===== src/sram_cycle_pkg.sv =====
// Package with cycle decode constants for the burst SRAM controller
package sram_cycle_pkg;
  localparam int ADDR_W = 17;
  localparam int DATA_W = 18;
  localparam int LANES = 2;
  localparam int LANE_W = 9;
  localparam int BURST_W = 2;
  localparam int FIFO_DEPTH = 16;
  localparam logic [ADDR_W-1:0] ADDR_RST = 17'h00000;
  localparam logic [BURST_W-1:0] BURST_RST = 2'h0;
  localparam logic [LANES-1:0] LANE_NONE = 2'h0;
  localparam logic [LANES-1:0] LANE_ALL = 2'h3;
  // Sleep entry is immediate; exit takes two clocks
  localparam int SLEEP_SYNC_CYCLES = 2;

  typedef enum logic [4:0] {
    CYC_IDLE = 5'b00001,
    CYC_READ = 5'b00010,
    CYC_WRITE = 5'b00100,
    CYC_SLEEP = 5'b01000,
    CYC_DESEL = 5'b10000
  } cycle_t;

  function automatic logic [BURST_W-1:0] next_burst(input logic [BURST_W-1:0] base,
                                                     input logic [BURST_W-1:0] step,
                                                     input logic interleave);
    logic [BURST_W-1:0] s;
    s = step + 2'h1;
    return interleave ? (base ^ s) : (base + s);
  endfunction
endpackage


===== src/sram_burst_addr.sv =====
// Address register and 2-bit burst counter
`timescale 1ns/1ns
module sram_burst_addr
  import sram_cycle_pkg::*;
(
  // Clock and reset
  input wire logic ref_clk,
  input wire logic rst,
  // Control
  input wire logic load,
  input wire logic advance,
  input wire logic interleave,
  input wire logic [sram_cycle_pkg::ADDR_W-1:0] ext_addr,
  // Address out
  output logic [sram_cycle_pkg::ADDR_W-1:0] cur_addr
);
  logic [ADDR_W-1:0] base_q, base_d;
  logic [BURST_W-1:0] step_q, step_d;

  always_comb begin
    base_d = base_q;
    step_d = step_q;
    if (load) begin
      base_d = ext_addr;
      step_d = BURST_RST;
    end else if (advance) begin
      step_d = step_q + 2'h1;
    end
  end

  always_ff @(posedge ref_clk or posedge rst) begin
    if (rst) begin
      base_q <= ADDR_RST;
      step_q <= BURST_RST;
    end else begin
      base_q <= base_d;
      step_q <= step_d;
    end
  end

  // Shows the address this edge uses, so the caller registers it directly
  // Step zero is the seed itself; others follow the chosen order
  assign cur_addr = {base_d[ADDR_W-1:BURST_W],
    (step_d == BURST_RST) ? base_d[BURST_W-1:0] :
    next_burst(base_d[BURST_W-1:0], step_d - 2'h1, interleave)};
endmodule


===== src/sram_wr_fifo.sv =====
// Write data FIFO between bus capture and array port
`timescale 1ns/1ns
module sram_wr_fifo #(
  parameter int WIDTH = 38,
  parameter int DEPTH = 16
) (
  // Clock and reset
  input wire logic ref_clk,
  input wire logic rst,
  // Fill side
  input wire logic in_valid,
  output logic in_ready,
  input wire logic [WIDTH-1:0] in_data,
  // Drain side
  output logic out_valid,
  input wire logic out_ready,
  output logic [WIDTH-1:0] out_data
);
  localparam int AW = $clog2(DEPTH);
  logic [WIDTH-1:0] mem [DEPTH];
  logic [AW-1:0] wp_q, wp_d, rp_q, rp_d;
  logic [AW:0] cnt_q, cnt_d;
  logic push, pop;

  always_comb begin
    push = in_valid && in_ready;
    pop = out_valid && out_ready;
    wp_d = push ? wp_q + 1'b1 : wp_q;
    rp_d = pop ? rp_q + 1'b1 : rp_q;
    cnt_d = cnt_q + (AW+1)'(push) - (AW+1)'(pop);
  end

  always_ff @(posedge ref_clk or posedge rst) begin
    if (rst) begin
      wp_q <= '0;
      rp_q <= '0;
      cnt_q <= '0;
    end else begin
      wp_q <= wp_d;
      rp_q <= rp_d;
      cnt_q <= cnt_d;
    end
  end

  // Storage has no reset; only pointers and count need a defined value
  always_ff @(posedge ref_clk) begin
    if (push) begin
      mem[wp_q] <= in_data;
    end
  end

  assign in_ready = cnt_q != (AW+1)'(DEPTH);
  assign out_valid = cnt_q != '0;
  assign out_data = mem[rp_q];
endmodule


===== src/sync_burst_sram_cycle_ctrl.sv =====
// Cycle decode, burst control and data bus steering for the burst SRAM
`timescale 1ns/1ns
// How it works
// - Any chip select inactive with a strobe taken: deselect, no address, bus floats.
// - Selected, awake, processor strobe low: start read at external address, writes ignored.
// - Selected, controller strobe only, write requested: begin write at external address.
// - Selected, controller strobe only, no write: begin read, drive only when enabled.
// - No start and advance low: continue read at next counter address.
// - No start, advance low, write requested: write at next counter address.
// - No start and advance high: hold counter, read current address again.
// - No start, advance high, write requested: write current unadvanced address.
// - Never accept a write in the cycle the processor strobe is sampled.
// - Read data registered; bus gated by the registered read flag and by output enable, the enable without clock sampling.
// - Controller strobe low captures all address bits and seeds counter.
// - Processor strobe low captures address and seeds counter from low bits.
// - Both strobes low: act on processor strobe, ignore controller strobe.
// - Processor strobe ignored while first active-low chip select is high.
// - Low two address bits seed counter and form part of location index.
// - Upper address sampled only when selected and a strobe is low.
// - Sleep high: standby, ignore inputs, keep contents, float bus.
// - Counter wraps linear when order select low, interleaved when high.
// - Global write writes all bytes; else lane enable plus per-lane selects.
module sync_burst_sram_cycle_ctrl
  import sram_cycle_pkg::*;
#(
  parameter int FIFO_DEPTH_P = sram_cycle_pkg::FIFO_DEPTH
) (
  // Clock and reset
  input wire logic ref_clk,
  input wire logic rst,
  // Bus side control
  input wire logic processor_addr_strobe_n,
  input wire logic controller_addr_strobe_n,
  input wire logic burst_advance_n,
  input wire logic chip_sel_low_a,
  input wire logic chip_sel_high,
  input wire logic chip_sel_low_b,
  input wire logic sleep_request,
  input wire logic burst_order_sel,
  input wire logic output_enable_n,
  input wire logic all_bytes_write_n,
  input wire logic lane_write_enable_n,
  input wire logic [sram_cycle_pkg::LANES-1:0] lane_select_n,
  input wire logic [sram_cycle_pkg::ADDR_W-1:0] addr,
  // Data bus, three signals per pin
  input wire logic [sram_cycle_pkg::DATA_W-1:0] data_in,
  output logic [sram_cycle_pkg::DATA_W-1:0] data_out,
  output logic [sram_cycle_pkg::DATA_W-1:0] data_oe_n,
  // Array port
  output logic [sram_cycle_pkg::ADDR_W-1:0] array_addr,
  output logic array_read,
  input wire logic [sram_cycle_pkg::DATA_W-1:0] array_rdata,
  output logic array_wr_valid,
  input wire logic array_wr_ready,
  output logic [sram_cycle_pkg::ADDR_W-1:0] array_wr_addr,
  output logic [sram_cycle_pkg::DATA_W-1:0] array_wdata,
  output logic [sram_cycle_pkg::LANES-1:0] array_wr_lanes,
  // Status
  output logic sleeping,
  output logic wr_stall
);
  import sram_cycle_pkg::*;

  localparam int FW = ADDR_W + DATA_W + LANES;

  cycle_t cyc_q, cyc_d;
  logic selected, proc_start, ctrl_start, any_start, wr_req, desel;
  logic load, advance, rd_now, wr_now;
  logic [LANES-1:0] lanes;
  logic [ADDR_W-1:0] cur_addr;
  logic [SLEEP_SYNC_CYCLES-1:0] sleep_sh_q, sleep_sh_d;
  logic asleep;
  logic [DATA_W-1:0] rdata_q, rdata_d, dout_q;
  logic drive_q, drive_d, oe_n_q;
  logic rd_q, rd_d;
  logic [ADDR_W-1:0] raddr_q, raddr_d;
  logic fifo_ready, fifo_vld;
  logic [FW-1:0] fifo_out;
  logic stall_q, stall_d;

  // Sleep takes effect at once and holds two clocks past release; it gates starts, advance and bus drive, not the write FIFO drain
  always_comb begin
    sleep_sh_d = {sleep_sh_q[SLEEP_SYNC_CYCLES-2:0], sleep_request};
  end
  assign asleep = sleep_sh_q[SLEEP_SYNC_CYCLES-1] || sleep_request;

  always_comb begin
    selected = !chip_sel_low_a && chip_sel_high && !chip_sel_low_b;
    // Processor strobe gated by first chip select and wins over controller strobe
    proc_start = !asleep && !processor_addr_strobe_n && !chip_sel_low_a;
    ctrl_start = !asleep && !controller_addr_strobe_n && processor_addr_strobe_n;
    any_start = proc_start || ctrl_start;
    desel = any_start && !selected;
    lanes = !all_bytes_write_n ? LANE_ALL :
            (!lane_write_enable_n ? ~lane_select_n : LANE_NONE);
    wr_req = lanes != LANE_NONE;
    load = any_start && selected;
    advance = !asleep && !any_start && !burst_advance_n
              && (cyc_q == CYC_READ || cyc_q == CYC_WRITE);
    rd_now = 1'b0;
    wr_now = 1'b0;
    cyc_d = cyc_q;
    if (asleep) begin
      cyc_d = CYC_SLEEP;
    end else if (desel) begin
      cyc_d = CYC_DESEL;
    end else if (proc_start) begin
      cyc_d = CYC_READ;
      rd_now = 1'b1;
    end else if (ctrl_start) begin
      cyc_d = wr_req ? CYC_WRITE : CYC_READ;
      wr_now = wr_req;
      rd_now = !wr_req;
    end else if (cyc_q == CYC_READ || cyc_q == CYC_WRITE) begin
      // Continue or suspend; advance picks next or current address
      cyc_d = wr_req ? CYC_WRITE : CYC_READ;
      wr_now = wr_req;
      rd_now = !wr_req;
    end else begin
      cyc_d = CYC_IDLE;
    end
  end

  sram_burst_addr u_addr (
    .ref_clk(ref_clk),
    .rst(rst),
    .load(load),
    .advance(advance),
    .interleave(burst_order_sel),
    .ext_addr(addr),
    .cur_addr(cur_addr)
  );

  // Write data taken at the same edge as the address is registered
  logic wr_pend_q, wr_pend_d;
  logic [LANES-1:0] wr_lanes_q, wr_lanes_d;
  logic [ADDR_W-1:0] wr_addr_q, wr_addr_d;

  always_comb begin
    wr_pend_d = wr_now;
    wr_lanes_d = lanes;
    wr_addr_d = cur_addr;
    rd_d = rd_now;
    raddr_d = wr_addr_d;
    // Bus floats for a write regardless of output enable
    drive_d = rd_now;
    rdata_d = array_rdata;
    stall_d = wr_now && !fifo_ready;
  end

  // Counter already resolves load, advance and suspend for this edge
  logic [ADDR_W-1:0] eff_addr;
  assign eff_addr = cur_addr;

  always_ff @(posedge ref_clk or posedge rst) begin
    if (rst) begin
      cyc_q <= CYC_IDLE;
      sleep_sh_q <= '0;
      rd_q <= 1'b0;
      raddr_q <= ADDR_RST;
      drive_q <= 1'b0;
      rdata_q <= '0;
      stall_q <= 1'b0;
      wr_pend_q <= 1'b0;
      wr_lanes_q <= LANE_NONE;
      wr_addr_q <= ADDR_RST;
    end else begin
      cyc_q <= cyc_d;
      sleep_sh_q <= sleep_sh_d;
      rd_q <= rd_d;
      raddr_q <= raddr_d;
      drive_q <= drive_d;
      rdata_q <= rdata_d;
      stall_q <= stall_d;
      wr_pend_q <= wr_pend_d;
      wr_lanes_q <= wr_lanes_d;
      wr_addr_q <= wr_addr_d;
    end
  end

  sram_wr_fifo #(
    .WIDTH(FW),
    .DEPTH(FIFO_DEPTH_P)
  ) u_fifo (
    .ref_clk(ref_clk),
    .rst(rst),
    .in_valid(wr_now),
    .in_ready(fifo_ready),
    .in_data({eff_addr, lanes, data_in}),
    .out_valid(fifo_vld),
    .out_ready(array_wr_ready),
    .out_data(fifo_out)
  );

  always_ff @(posedge ref_clk or posedge rst) begin
    if (rst) begin
      array_addr <= ADDR_RST;
      array_read <= 1'b0;
      sleeping <= 1'b0;
      wr_stall <= 1'b0;
      array_wr_valid <= 1'b0;
      array_wr_addr <= ADDR_RST;
      array_wdata <= '0;
      array_wr_lanes <= LANE_NONE;
      dout_q <= '0;
      oe_n_q <= 1'b1;
    end else begin
      array_addr <= eff_addr;
      array_read <= rd_now;
      sleeping <= asleep;
      wr_stall <= stall_d;
      array_wr_valid <= fifo_vld && array_wr_ready;
      array_wr_addr <= fifo_out[FW-1 -: ADDR_W];
      array_wr_lanes <= fifo_out[DATA_W +: LANES];
      array_wdata <= fifo_out[DATA_W-1:0];
      dout_q <= array_rdata;
      oe_n_q <= !drive_d;
    end
  end

  // Output enable acts without clock sampling on the read path
  assign data_out = dout_q;
  assign data_oe_n = {DATA_W{oe_n_q || output_enable_n}};
endmodule


===== config.mk =====
export PLATFORM = sky130hd
export DESIGN_NAME = sync_burst_sram_cycle_ctrl
export DESIGN_NICKNAME = d
export VERILOG_FILES = /design/src/sram_cycle_pkg.sv /design/src/sram_burst_addr.sv /design/src/sram_wr_fifo.sv /design/src/sync_burst_sram_cycle_ctrl.sv
export SDC_FILE = /design/constraint.sdc
export NUM_CORES = 1
export LEC_CHECK = 0
export ABC_AREA = 1
export BUFFER_PORTS_ARGS = -buffer_cell sky130_fd_sc_hd__buf_4
export CAP_MARGIN = 20
export CORE_AREA = 2 2 235 237
export DETAILED_ROUTE_END_ITERATION = 16
export DIE_AREA = 0 0 237 239
export PLACE_DENSITY = 0.66
export SYNTH_ARGS = -nofsm -noshare
export SYNTH_HDL_FRONTEND = slang
export SYNTH_SLANG_ARGS = --single-unit

===== constraint.sdc =====
create_clock -name ref_clk -period 3.95 [get_ports ref_clk]
set_clock_uncertainty 0.1 [all_clocks]
set_input_delay 0.1975 -clock ref_clk [delete_from_list [all_inputs] [get_ports ref_clk]]
set_output_delay 0.1975 -clock ref_clk [all_outputs]
set_load 0.03 [all_outputs]

Word level (Yosys, flattened, before mapping)
Memory sizes are Yosys's and may differ from the RTL's. A register that Yosys moved wholly into a read port is not among the register bits. Index checks and enable logic that the tools add are counted.

$add $sub $neg: 8. Reductions and logical operators: 32. Bitwise logic cells: 2. Multiplexer cells: 25. Equal/unequal tests: 3.

Operator list (number): $mux 17 (1); $logic_and 1x1->1 (14); $mux 1 (12); $mux 2 (6); $mux 3 (4); $logic_not 1->1 (11); $mux 5 (2); $add 4x1->4 const B (2); $add 5x1->5 (1); $eq 5x2->1 const B (1); $eq 5x3->1 const B (1); $ne 5x5->1 const B (1); $reduce_bool 5->1 (1); $sub 5x1->5 (1); $add 2x1->2 const B (2); $logic_or 1x1->1 (4); $add 2x2->2 (1); $logic_not 2->1 (1); $not 2->2 (1); $reduce_bool 2->1 (1); $sub 2x1->2 const B (1); $xor 2x2->2 (1).

Input bits: 69. Bits in registers: 79. Memories kept: 1. RAM bits: 592. Word-level logic and storage cells: 85.

Memories: u_fifo.mem (words 16, width 37, rd ports 1, clocked after memory_dff 1, write ports 1, line sram_wr_fifo.sv:20) `logic [WIDTH-1:0] mem [DEPTH];`.

Logic depth before layout (Yosys ltp)
Gate-level depths: netlist of run 1.

Depth after elaboration: 16. Mapped depth: 16. Gate-level depth less buffers: 16.

Cells and area by module
A second synthesis of run 1 with hierarchy kept.

Cells, all modules: 2667. Area, all modules: 28922.7 µm².

Modules (own cells, without submodules): sram_wr_fifo (seq. area each 18102.4 µm², cells an instance 2408, instances 1, area each 25534.5 µm²); sync_burst_sram_cycle_ctrl (seq. area each 2054.5 µm², cells an instance 144, instances 1, area each 2427.3 µm²); sram_burst_addr (seq. area each 475.5 µm², cells an instance 115, instances 1, area each 960.9 µm²).

Least setup slack after synthesis of run 1
Ideal clock, no wire load.

Path type: in2reg. From: in lane_select_n[0] (netlist bit). To: mem u_fifo.mem[11][0] (netlist bit) (enable). Buffers on the path: 0. Stages on the path: 7. Data arrival time: 3262 ps. Library setup time: 431 ps. Path slack: 157 ps. Required time: 3419 ps. Cell sequence: o21ai_0 > o21ai_1 > nor2_4 > nand2_2 > clkinv_4 > nand2_1 > nor2_1.

Longest elaborated chain between the ends: 12.

RTL lines: start, declared (line sync_burst_sram_cycle_ctrl.sv:43) `input wire logic [sram_cycle_pkg::LANES-1:0] lane_select_n,`; $not 2->2 * (line sync_burst_sram_cycle_ctrl.sv:95) `(!lane_write_enable_n ? ~lane_select_n : LANE_NONE);`; $mux 2 * (line sync_burst_sram_cycle_ctrl.sv:95); $mux 2 * (line sync_burst_sram_cycle_ctrl.sv:94) `lanes = !all_bytes_write_n ? LANE_ALL :`; $reduce_bool 2->1 * (line sync_burst_sram_cycle_ctrl.sv:96) `wr_req = lanes != LANE_NONE;`; $mux 1 (line sync_burst_sram_cycle_ctrl.sv:114) `end else if (cyc_q == CYC_READ || cyc_q == CYC_WRITE) begin`; $mux 1 * (line sync_burst_sram_cycle_ctrl.sv:110) `end else if (ctrl_start) begin`; $mux 1 * (line sync_burst_sram_cycle_ctrl.sv:107) `end else if (proc_start) begin`; $mux 1 * (line sync_burst_sram_cycle_ctrl.sv:105) `end else if (desel) begin`; $mux 1 * (line sync_burst_sram_cycle_ctrl.sv:103) `if (asleep) begin`; $logic_and 1x1->1 * (line sram_wr_fifo.sv:26) `push = in_valid && in_ready;`; net u_fifo.push (line sram_wr_fifo.sv:23) `logic push, pop;`; $mux 1 * (line sram_wr_fifo.sv:47) `if (push) begin`; $mux 1 (implied by the code) * (line sram_wr_fifo.sv:48) `mem[wp_q] <= in_data;`; end, declared (line sram_wr_fifo.sv:20).

Mark *: on every way through the listed nets, which the timed path passes. The rest lies on a longest branch.

Final worst setup path of run 1
From: in chip_sel_low_b. To: mem u_fifo.mem[14][16] (netlist bit) (enable).

Longest elaborated chain between the ends: 9.

RTL lines: start, declared (line sync_burst_sram_cycle_ctrl.sv:37) `input wire logic chip_sel_low_b,`; $logic_not 1->1 (line sync_burst_sram_cycle_ctrl.sv:88) `selected = !chip_sel_low_a && chip_sel_high && !chip_sel_low_b;`; $logic_and 1x1->1 (line sync_burst_sram_cycle_ctrl.sv:88); $logic_not 1->1 (line sync_burst_sram_cycle_ctrl.sv:93) `desel = any_start && !selected;`; $logic_and 1x1->1 (line sync_burst_sram_cycle_ctrl.sv:93); $mux 1 (line sync_burst_sram_cycle_ctrl.sv:105); $mux 1 (line sync_burst_sram_cycle_ctrl.sv:103); $logic_and 1x1->1 (line sram_wr_fifo.sv:26); net u_fifo.push (line sram_wr_fifo.sv:23); $mux 1 (line sram_wr_fifo.sv:47); $mux 1 (implied by the code) (line sram_wr_fifo.sv:48).

The timed path passes the listed nets, and every way through them passes these cells.

==> run metrics, run 1 <==
status=finished clean; CTS tree=yes; Post-CTS Setup Inserts=0; I/O pin cnt=approximately 160; Synth Cell Area=0.02683 mm^2; Highest Clock Rate=319.8 MHz; Internal=14.21 mW; area delta synth->final=17.19%; minimum clock period=3.126 ns; Clock Sinks=691; Syn Area/Cell=between 10 and 15 um^2; DP HPWL=33.93 mm; vias in the first global route=16050; clk_lat worst skew=0.60 ns; die width=237 um; WL per Instance=approximately 22 um; initial antenna violation count=0; largest net degree at the start of global routing=164; most used cell, CP=nand2_2; Die Y=239 um; Max clock buf depth=3; hold path cells=8; leading area contributor after synthesis=edfxtp_1; crit end category=flip-flop; Post-Route WL=61.08 mm; worst-margin pin slew=0.9539 ns; RSZ-0062 raised after global routing=no; gpl congestion=0.8014; total gr overflow=0; CTS root buf=clkbuf_16; # fillers=4156; net switching power=7.279 mW; Crit path required time=4.12 ns; Final nets=2138; worst vdd ir=0.4507 mV; clock power share=0.300; synth top area cells=edfxtp_1 66%, dfrtp_1 9.0%, nor2_1 4.2%; Pwr Total=21.49 mW; core area=0.05434 mm^2; WP data arrival=3.30 ns; Slew Limit Fails=0; post-route setup slack=between 0.8 and 0.9 ns; DIE AREA=0.05664 mm^2; TritonCTS Buffers=between 70 and 80; CP Class=primary input to flip-flop; share of cells above drive strength 1=0.1641; Final Hold Vio Count=0; Critical Path Max Stage Delay=0.57 ns; row cnt=between 80 and 90; Synthesized Nets=1961; Final period util=0.7915; Max-Cap Viols=0; first-pass GRT wire length=94.14 mm; Initial Util=0.4938; Detail Route Antenna Nets=0; slew margin rel.=0.3632; Flop pwr share=0.410; Initial DRC Count=1481; CTS H-tree lvls=3; power density over the cells=683.4 mW/mm^2; worst hold-check path type=primary input to flip-flop; FF-to-FF path depth=10; share of synthesized registers carrying an async set or reset=0.1433; Synth Warn #=0; Syn Inst Count=1879; post-synthesis sequential area ratio=0.7549; Total Routing Usage GR=0.2188; Synth Register Bits=691; combinational group share of total power=0.290; Setup TNS=0 ns; I/O Buffers=162; CP startpoint kind=primary input; switch share=0.3387; leakage power=11.18 nW; Place WS=1.103 ns; DRC=0; Final Setup Violations=0; top_reg_cell synth=edfxtp_1; crit-path cells=dlygate4sd3_1 > buf_4 > nor3_1 > dlygate4sd3_1 > inv_1 > nand2_2 > nand2_2 > nor2_4 > nand2_2 > clkinv_4 > nand2_2 > nor2_4 > buf_4; Antenna Cells=0; Clock transition at path regs=0.06 ns; drt first pass iters=5; Yosys cell types=34; Vias/cell=roughly 5.6; CP max-delay cell=nor2_4; vias=between 15000 and 20000; Post-synth EDFFs=about 590; Worst Path Max Fanout=19; post-synth top area share=0.6625
kinds of logic (layout without fill, tap and decap cells):
logic type | Yosys count | count (layout) | synth area share
AOI/OAI and AO/OA | 390 | 390 | 0.09148
xor gates and xnor gates | 11 | 11 | 0.003590
adders and majority gates | 13 | 13 | 0.006341
buffers and inverters | 186 | 416 | 0.03660
DFF | 691 | 691 | 0.7549
muxes | 86 | 86 | 0.03208
and+or+nand+nor | 502 | 502 | 0.07502
power groups by stage:
stage | Sequential [mW] | Clock (mW) | Combinational [mW]
after global placement | 8.95 | 0 | 6.15
after global routing | 8.86 | 6.85 | 6.86
final | 8.81 | 6.45 | 6.23
after detailed placement | 8.96 | 0 | 6.23
after CTS | 8.81 | 6.56 | 6.30
after floorplan | 9.14 | 0 | 4.07
per-layer routing:
layer	GRT usage	vias to the layer above	share of wire
li1	-	7292	-
met1	0.2971	7821	0.42
met2	0.3620	599	0.49
met3	0.03938	107	0.068
met4	0.06770	0	0.024
met5	0	-	0
cell type report:
type	instances	area (um^2)	share of cell area
Tap cell	704	880.8	0.02801
Clock buffer	99	2016	0.06410
Clock inverter	27	230.2	0.007321
Timing Repair Buffer	252	2180	0.06931
Inverter	38	155.1	0.004934
Multi-Input combinational cell	1002	5715	0.1818
Sequential cell	691	20270	0.6446
cells in the mapped netlist (10+ instances only):
| master | instances |
|---|---|
| buf_2 | 32 |
| buf_4 | 37 |
| buf_6 | 13 |
| clkbuf_1 | 62 |
| dfrtp_1 | 97 |
| edfxtp_1 | 592 |
| ha_1 | 12 |
| inv_1 | 31 |
| mux2i_1 | 86 |
| nand2_1 | 123 |
| nand3_1 | 64 |
| nor2_1 | 298 |
| o211ai_1 | 60 |
| o21ai_0 | 202 |
| o21ai_1 | 35 |
| o221ai_1 | 86 |
| xor2_1 | 10 |
cells in the final DEF (no fill, tap or decap), drive strengths merged, types with 10 or more instances in the layout:
| cell type | instances |
|---|---|
| mux2i | 86 |
| ha | 12 |
| clkbuf | 99 |
| o221ai | 86 |
| edfxtp | 592 |
| inv | 39 |
| nand2 | 129 |
| o21ai | 239 |
| dfrtp | 97 |
| clkinv | 19 |
| buf | 202 |
| nand3 | 64 |
| o211ai | 62 |
| dlygate4sd3 | 50 |
| xor2 | 10 |
| nor2 | 301 |
worst max-delay path: cells and delay by family:
kind / cells / cell delay, ns
buffers and inverters: 6 / 1.84
and+or+nand+nor: 7 / 1.24
path summary, 6_finish.rpt:
check / startpoint / end / slack (ns)
max: chip_sel_low_b / u_fifo.mem[14][16] / 0.82
min: burst_advance_n / u_addr.step_q[0] / 0.05
max reg2reg: sleep_sh_q[1] / u_fifo.mem[14][16] / 1.14
min reg2reg: sleep_sh_q[0] / sleep_sh_q[1] / 0.27
max in group asynchronous: rst / array_wr_lanes[0] / 2.71
min in group asynchronous: rst / u_addr.base_q[7] / 0.15
sequential cells by signal, indices dropped and copies added (netlist names), 2 cells and up:
register        count
u_fifo.mem        592
array_wdata        18
data_out           18
array_wr_addr      17
u_addr.base_q      16
cyc_q               5
u_fifo.cnt_q        5
u_fifo.rp_q         4
u_fifo.wp_q         4
array_addr          3
array_wr_lanes      2
sleep_sh_q          2
u_addr.step_q       2
through the flow:
step / instance area (um^2) / hold slack (ns) / utilization / cells
2_1_floorplan: 26830 / 0.1289 / - / 1879
3_3_place_gp: 28700 / 0.2067 / 0.5282 / 2637
3_5_place_dp: 28700 / 0.2081 / 0.5282 / 2637
4_1_cts: 31450 / 0.01829 / 0.5787 / 2813
5_1_grt: 31450 / 0.07669 / 0.5787 / 2813
6_report: 31450 / 0.05282 / 0.5787 / 2813
timing repair:
action / CTS / global route
hold buffers: 50 / 0
hold endpoints to repair: 395 / 0
gates resized for setup: 0 / 0
setup endpoints to repair: 0 / 0
No activity file was read; power rests on OpenSTA's default activity.
==> run 2, diff against run 1 <==
PLACE_DENSITY = 0.69   (was 0.66)
clock period = 2.65 ns   (was 3.95 ns; I/O delays follow)
==> run metrics, run 2 (synthesis gave the netlist of run 1 again) <==
status=finished clean; Largest delay share family, worst path=adder cells; vias in the first global route=about 16000; gpl congestion=0.7989; power density over the cells=1011 mW/mm^2; Setup TNS=0 ns; I/O Buffers=162; crit-path cells=inv_1 > ha_2 > nand4_1 > nand2_1 > inv_1 > ha_1 > inv_1 > ha_1 > fa_2 > a21oi_2 > nor2_1 > nor2_1 > xor2_1; Detail Route Antenna Nets=0; most frequent cells in the layout=592 x edfxtp_1, 278 x nor2_1, 200 x o21ai_0, 195 x buf_4, 123 x nand2_1; Post-CTS Setup Inserts=0; Max-Cap Viols=0; Final Setup Violations=0; net switching power=about 11 mW; Crit path required time=3.07 ns; Final period util=0.9384; CP Buf/Inv Count=3; Critical Path Max Stage Delay=0.39 ns; Top reg by flops=u_fifo.mem; first-pass GRT wire length=95.23 mm; area delta synth->final=18.71%; clock power share=0.297; post-route insts no fill=between 2000 and 3000; CTS root buf=clkbuf_16; CTS tree=yes; Worst Path Max Fanout=4; Initial Util=0.4938; Clock transition at path regs=0.06 ns; most common cell after layout, fill and taps aside=edfxtp_1; combinational group share of total power=0.302; I/O pin cnt=163; crit end category=flip-flop; Post-Route WL=slightly above 60 mm; reg2reg setup slack=0.16 ns; Max clock buf depth=3; CP max-delay cell=dfrtp_1; origin of the worst setup path=u_fifo.cnt_q[2]; number of instances in the placed design=approximately 2700; drt first pass iters=6; most used cell, CP=inv_1; FF-to-FF path depth=13; Die Y=239 um; worst hold-check path type=primary input to flip-flop; row cnt=86; Slew Limit Fails=0; Final nets=2166; share of cells above drive strength 1=0.1734; worst vdd ir=about 0.59 mV; end of the critical path=u_fifo.cnt_q[4]; WL per Instance=21.72 um; Internal=21.35 mW; worst-margin pin slew=0.7135 ns; die width=between 200 and 250 um; Clock Sinks=691; leakage power=between 10 and 15 nW; CP startpoint kind=flip-flop; Reg-to-Reg Start=u_fifo.cnt_q[2]; TritonCTS Buffers=70; CTS H-tree lvls=3; WHS=about 0.057 ns; critical path depth in cells=13; minimum clock period=2.487 ns; initial antenna violation count=0; Antenna Cells=0; vias=between 15000 and 20000; WP data arrival=~2.9 ns; DIE AREA=0.05664 mm^2; Area after DPL=0.02903 mm^2; Final Hold Vio Count=0; fin area=between 0.03 and 0.04 mm^2; Total Routing Usage GR=0.2205; largest net degree at the start of global routing=112; Initial DRC Count=~1600; switch share=0.3373; Highest Clock Rate=402.1 MHz; Flop pwr share=0.401; flip-flop count of the largest register after layout=592; total gr overflow=0; clk_lat worst skew=slightly above 0.6 ns; DRC=0; CP Class=flip-flop to flip-flop; Vias/cell=about 5.7; slew margin rel.=0.5244; core area=0.05434 mm^2; worst r2r dst=u_fifo.cnt_q[4]; DP HPWL=33.38 mm
## run 2: metrics by stage
stage / utilization / worst slack [ns] / power, mW
after floorplan: - / 0.1542 / 19.74
after global placement: 0.5342 / 0.1764 / 22.54
after detailed placement: 0.5342 / 0.04738 / 22.71
after CTS: 0.5859 / 0.05279 / 32.37
after global routing: 0.5862 / -0.02014 / 33.76
final: 0.5862 / 0.1632 / 32.22
## run 2: layout make-up
| type | count | area (um^2) |
|---|---|---|
| Fill cell | 4044 | 22480 |
| Sequential cell | 691 | 20270 |
| Multi-Input combinational cell | 1002 | 5734 |
| Timing Repair Buffer | 281 | 2595 |
| Clock buffer | 94 | 1914 |
| Tap cell | 704 | 880.8 |
| Clock inverter | 33 | 305.3 |
| Inverter | 38 | 156.4 |
## run 2: power by group through the flow
stage / sequential (mW) / combinational [mW] / clock (mW)
final: 12.9 / 9.72 / 9.58
after global placement: 13.1 / 9.41 / 0
after detailed placement: 13.1 / 9.58 / 0
after global routing: 13.0 / 10.7 / 10.1
after floorplan: 13.6 / 6.12 / 0
after CTS: 12.9 / 9.74 / 9.72
## run 2: worst min-delay path: stages
cell and delay, ns:
buf_4 0.09, nor2_2 0.05, nand2_1 0.06, nand3_1 0.07, nand2_1 0.06, buf_4 0.21
## run 2: worst min path at each step
stage | start | end | slack, ns | cells after the start
2_1_floorplan | array_rdata[0] | data_out[0] | 0.06 | 0
3_3_place_gp | array_rdata[6] | data_out[6] | 0.14 | 1
3_5_place_dp | array_rdata[13] | data_out[13] | 0.14 | 1
4_1_cts | addr[15] | u_addr.base_q[15] | 0.04 | 3
5_1_grt | array_rdata[11] | data_out[11] | 0.07 | 2
6_report | burst_order_sel | array_addr[1] | 0.06 | 6
## run 2: repair_timing
action	in CTS	in global routing
setup endpoints to repair	0	34
gates resized for setup	0	7
hold endpoints to repair	454	0
hold buffers	59	0
## run 2: routing by layer
metal | GRT usage | part of all wire
met2 | 0.3543 | 0.48
met1 | 0.3117 | 0.43
met4 | 0.06770 | 0.019
met3 | 0.03603 | 0.074
met5 | 0 | 0
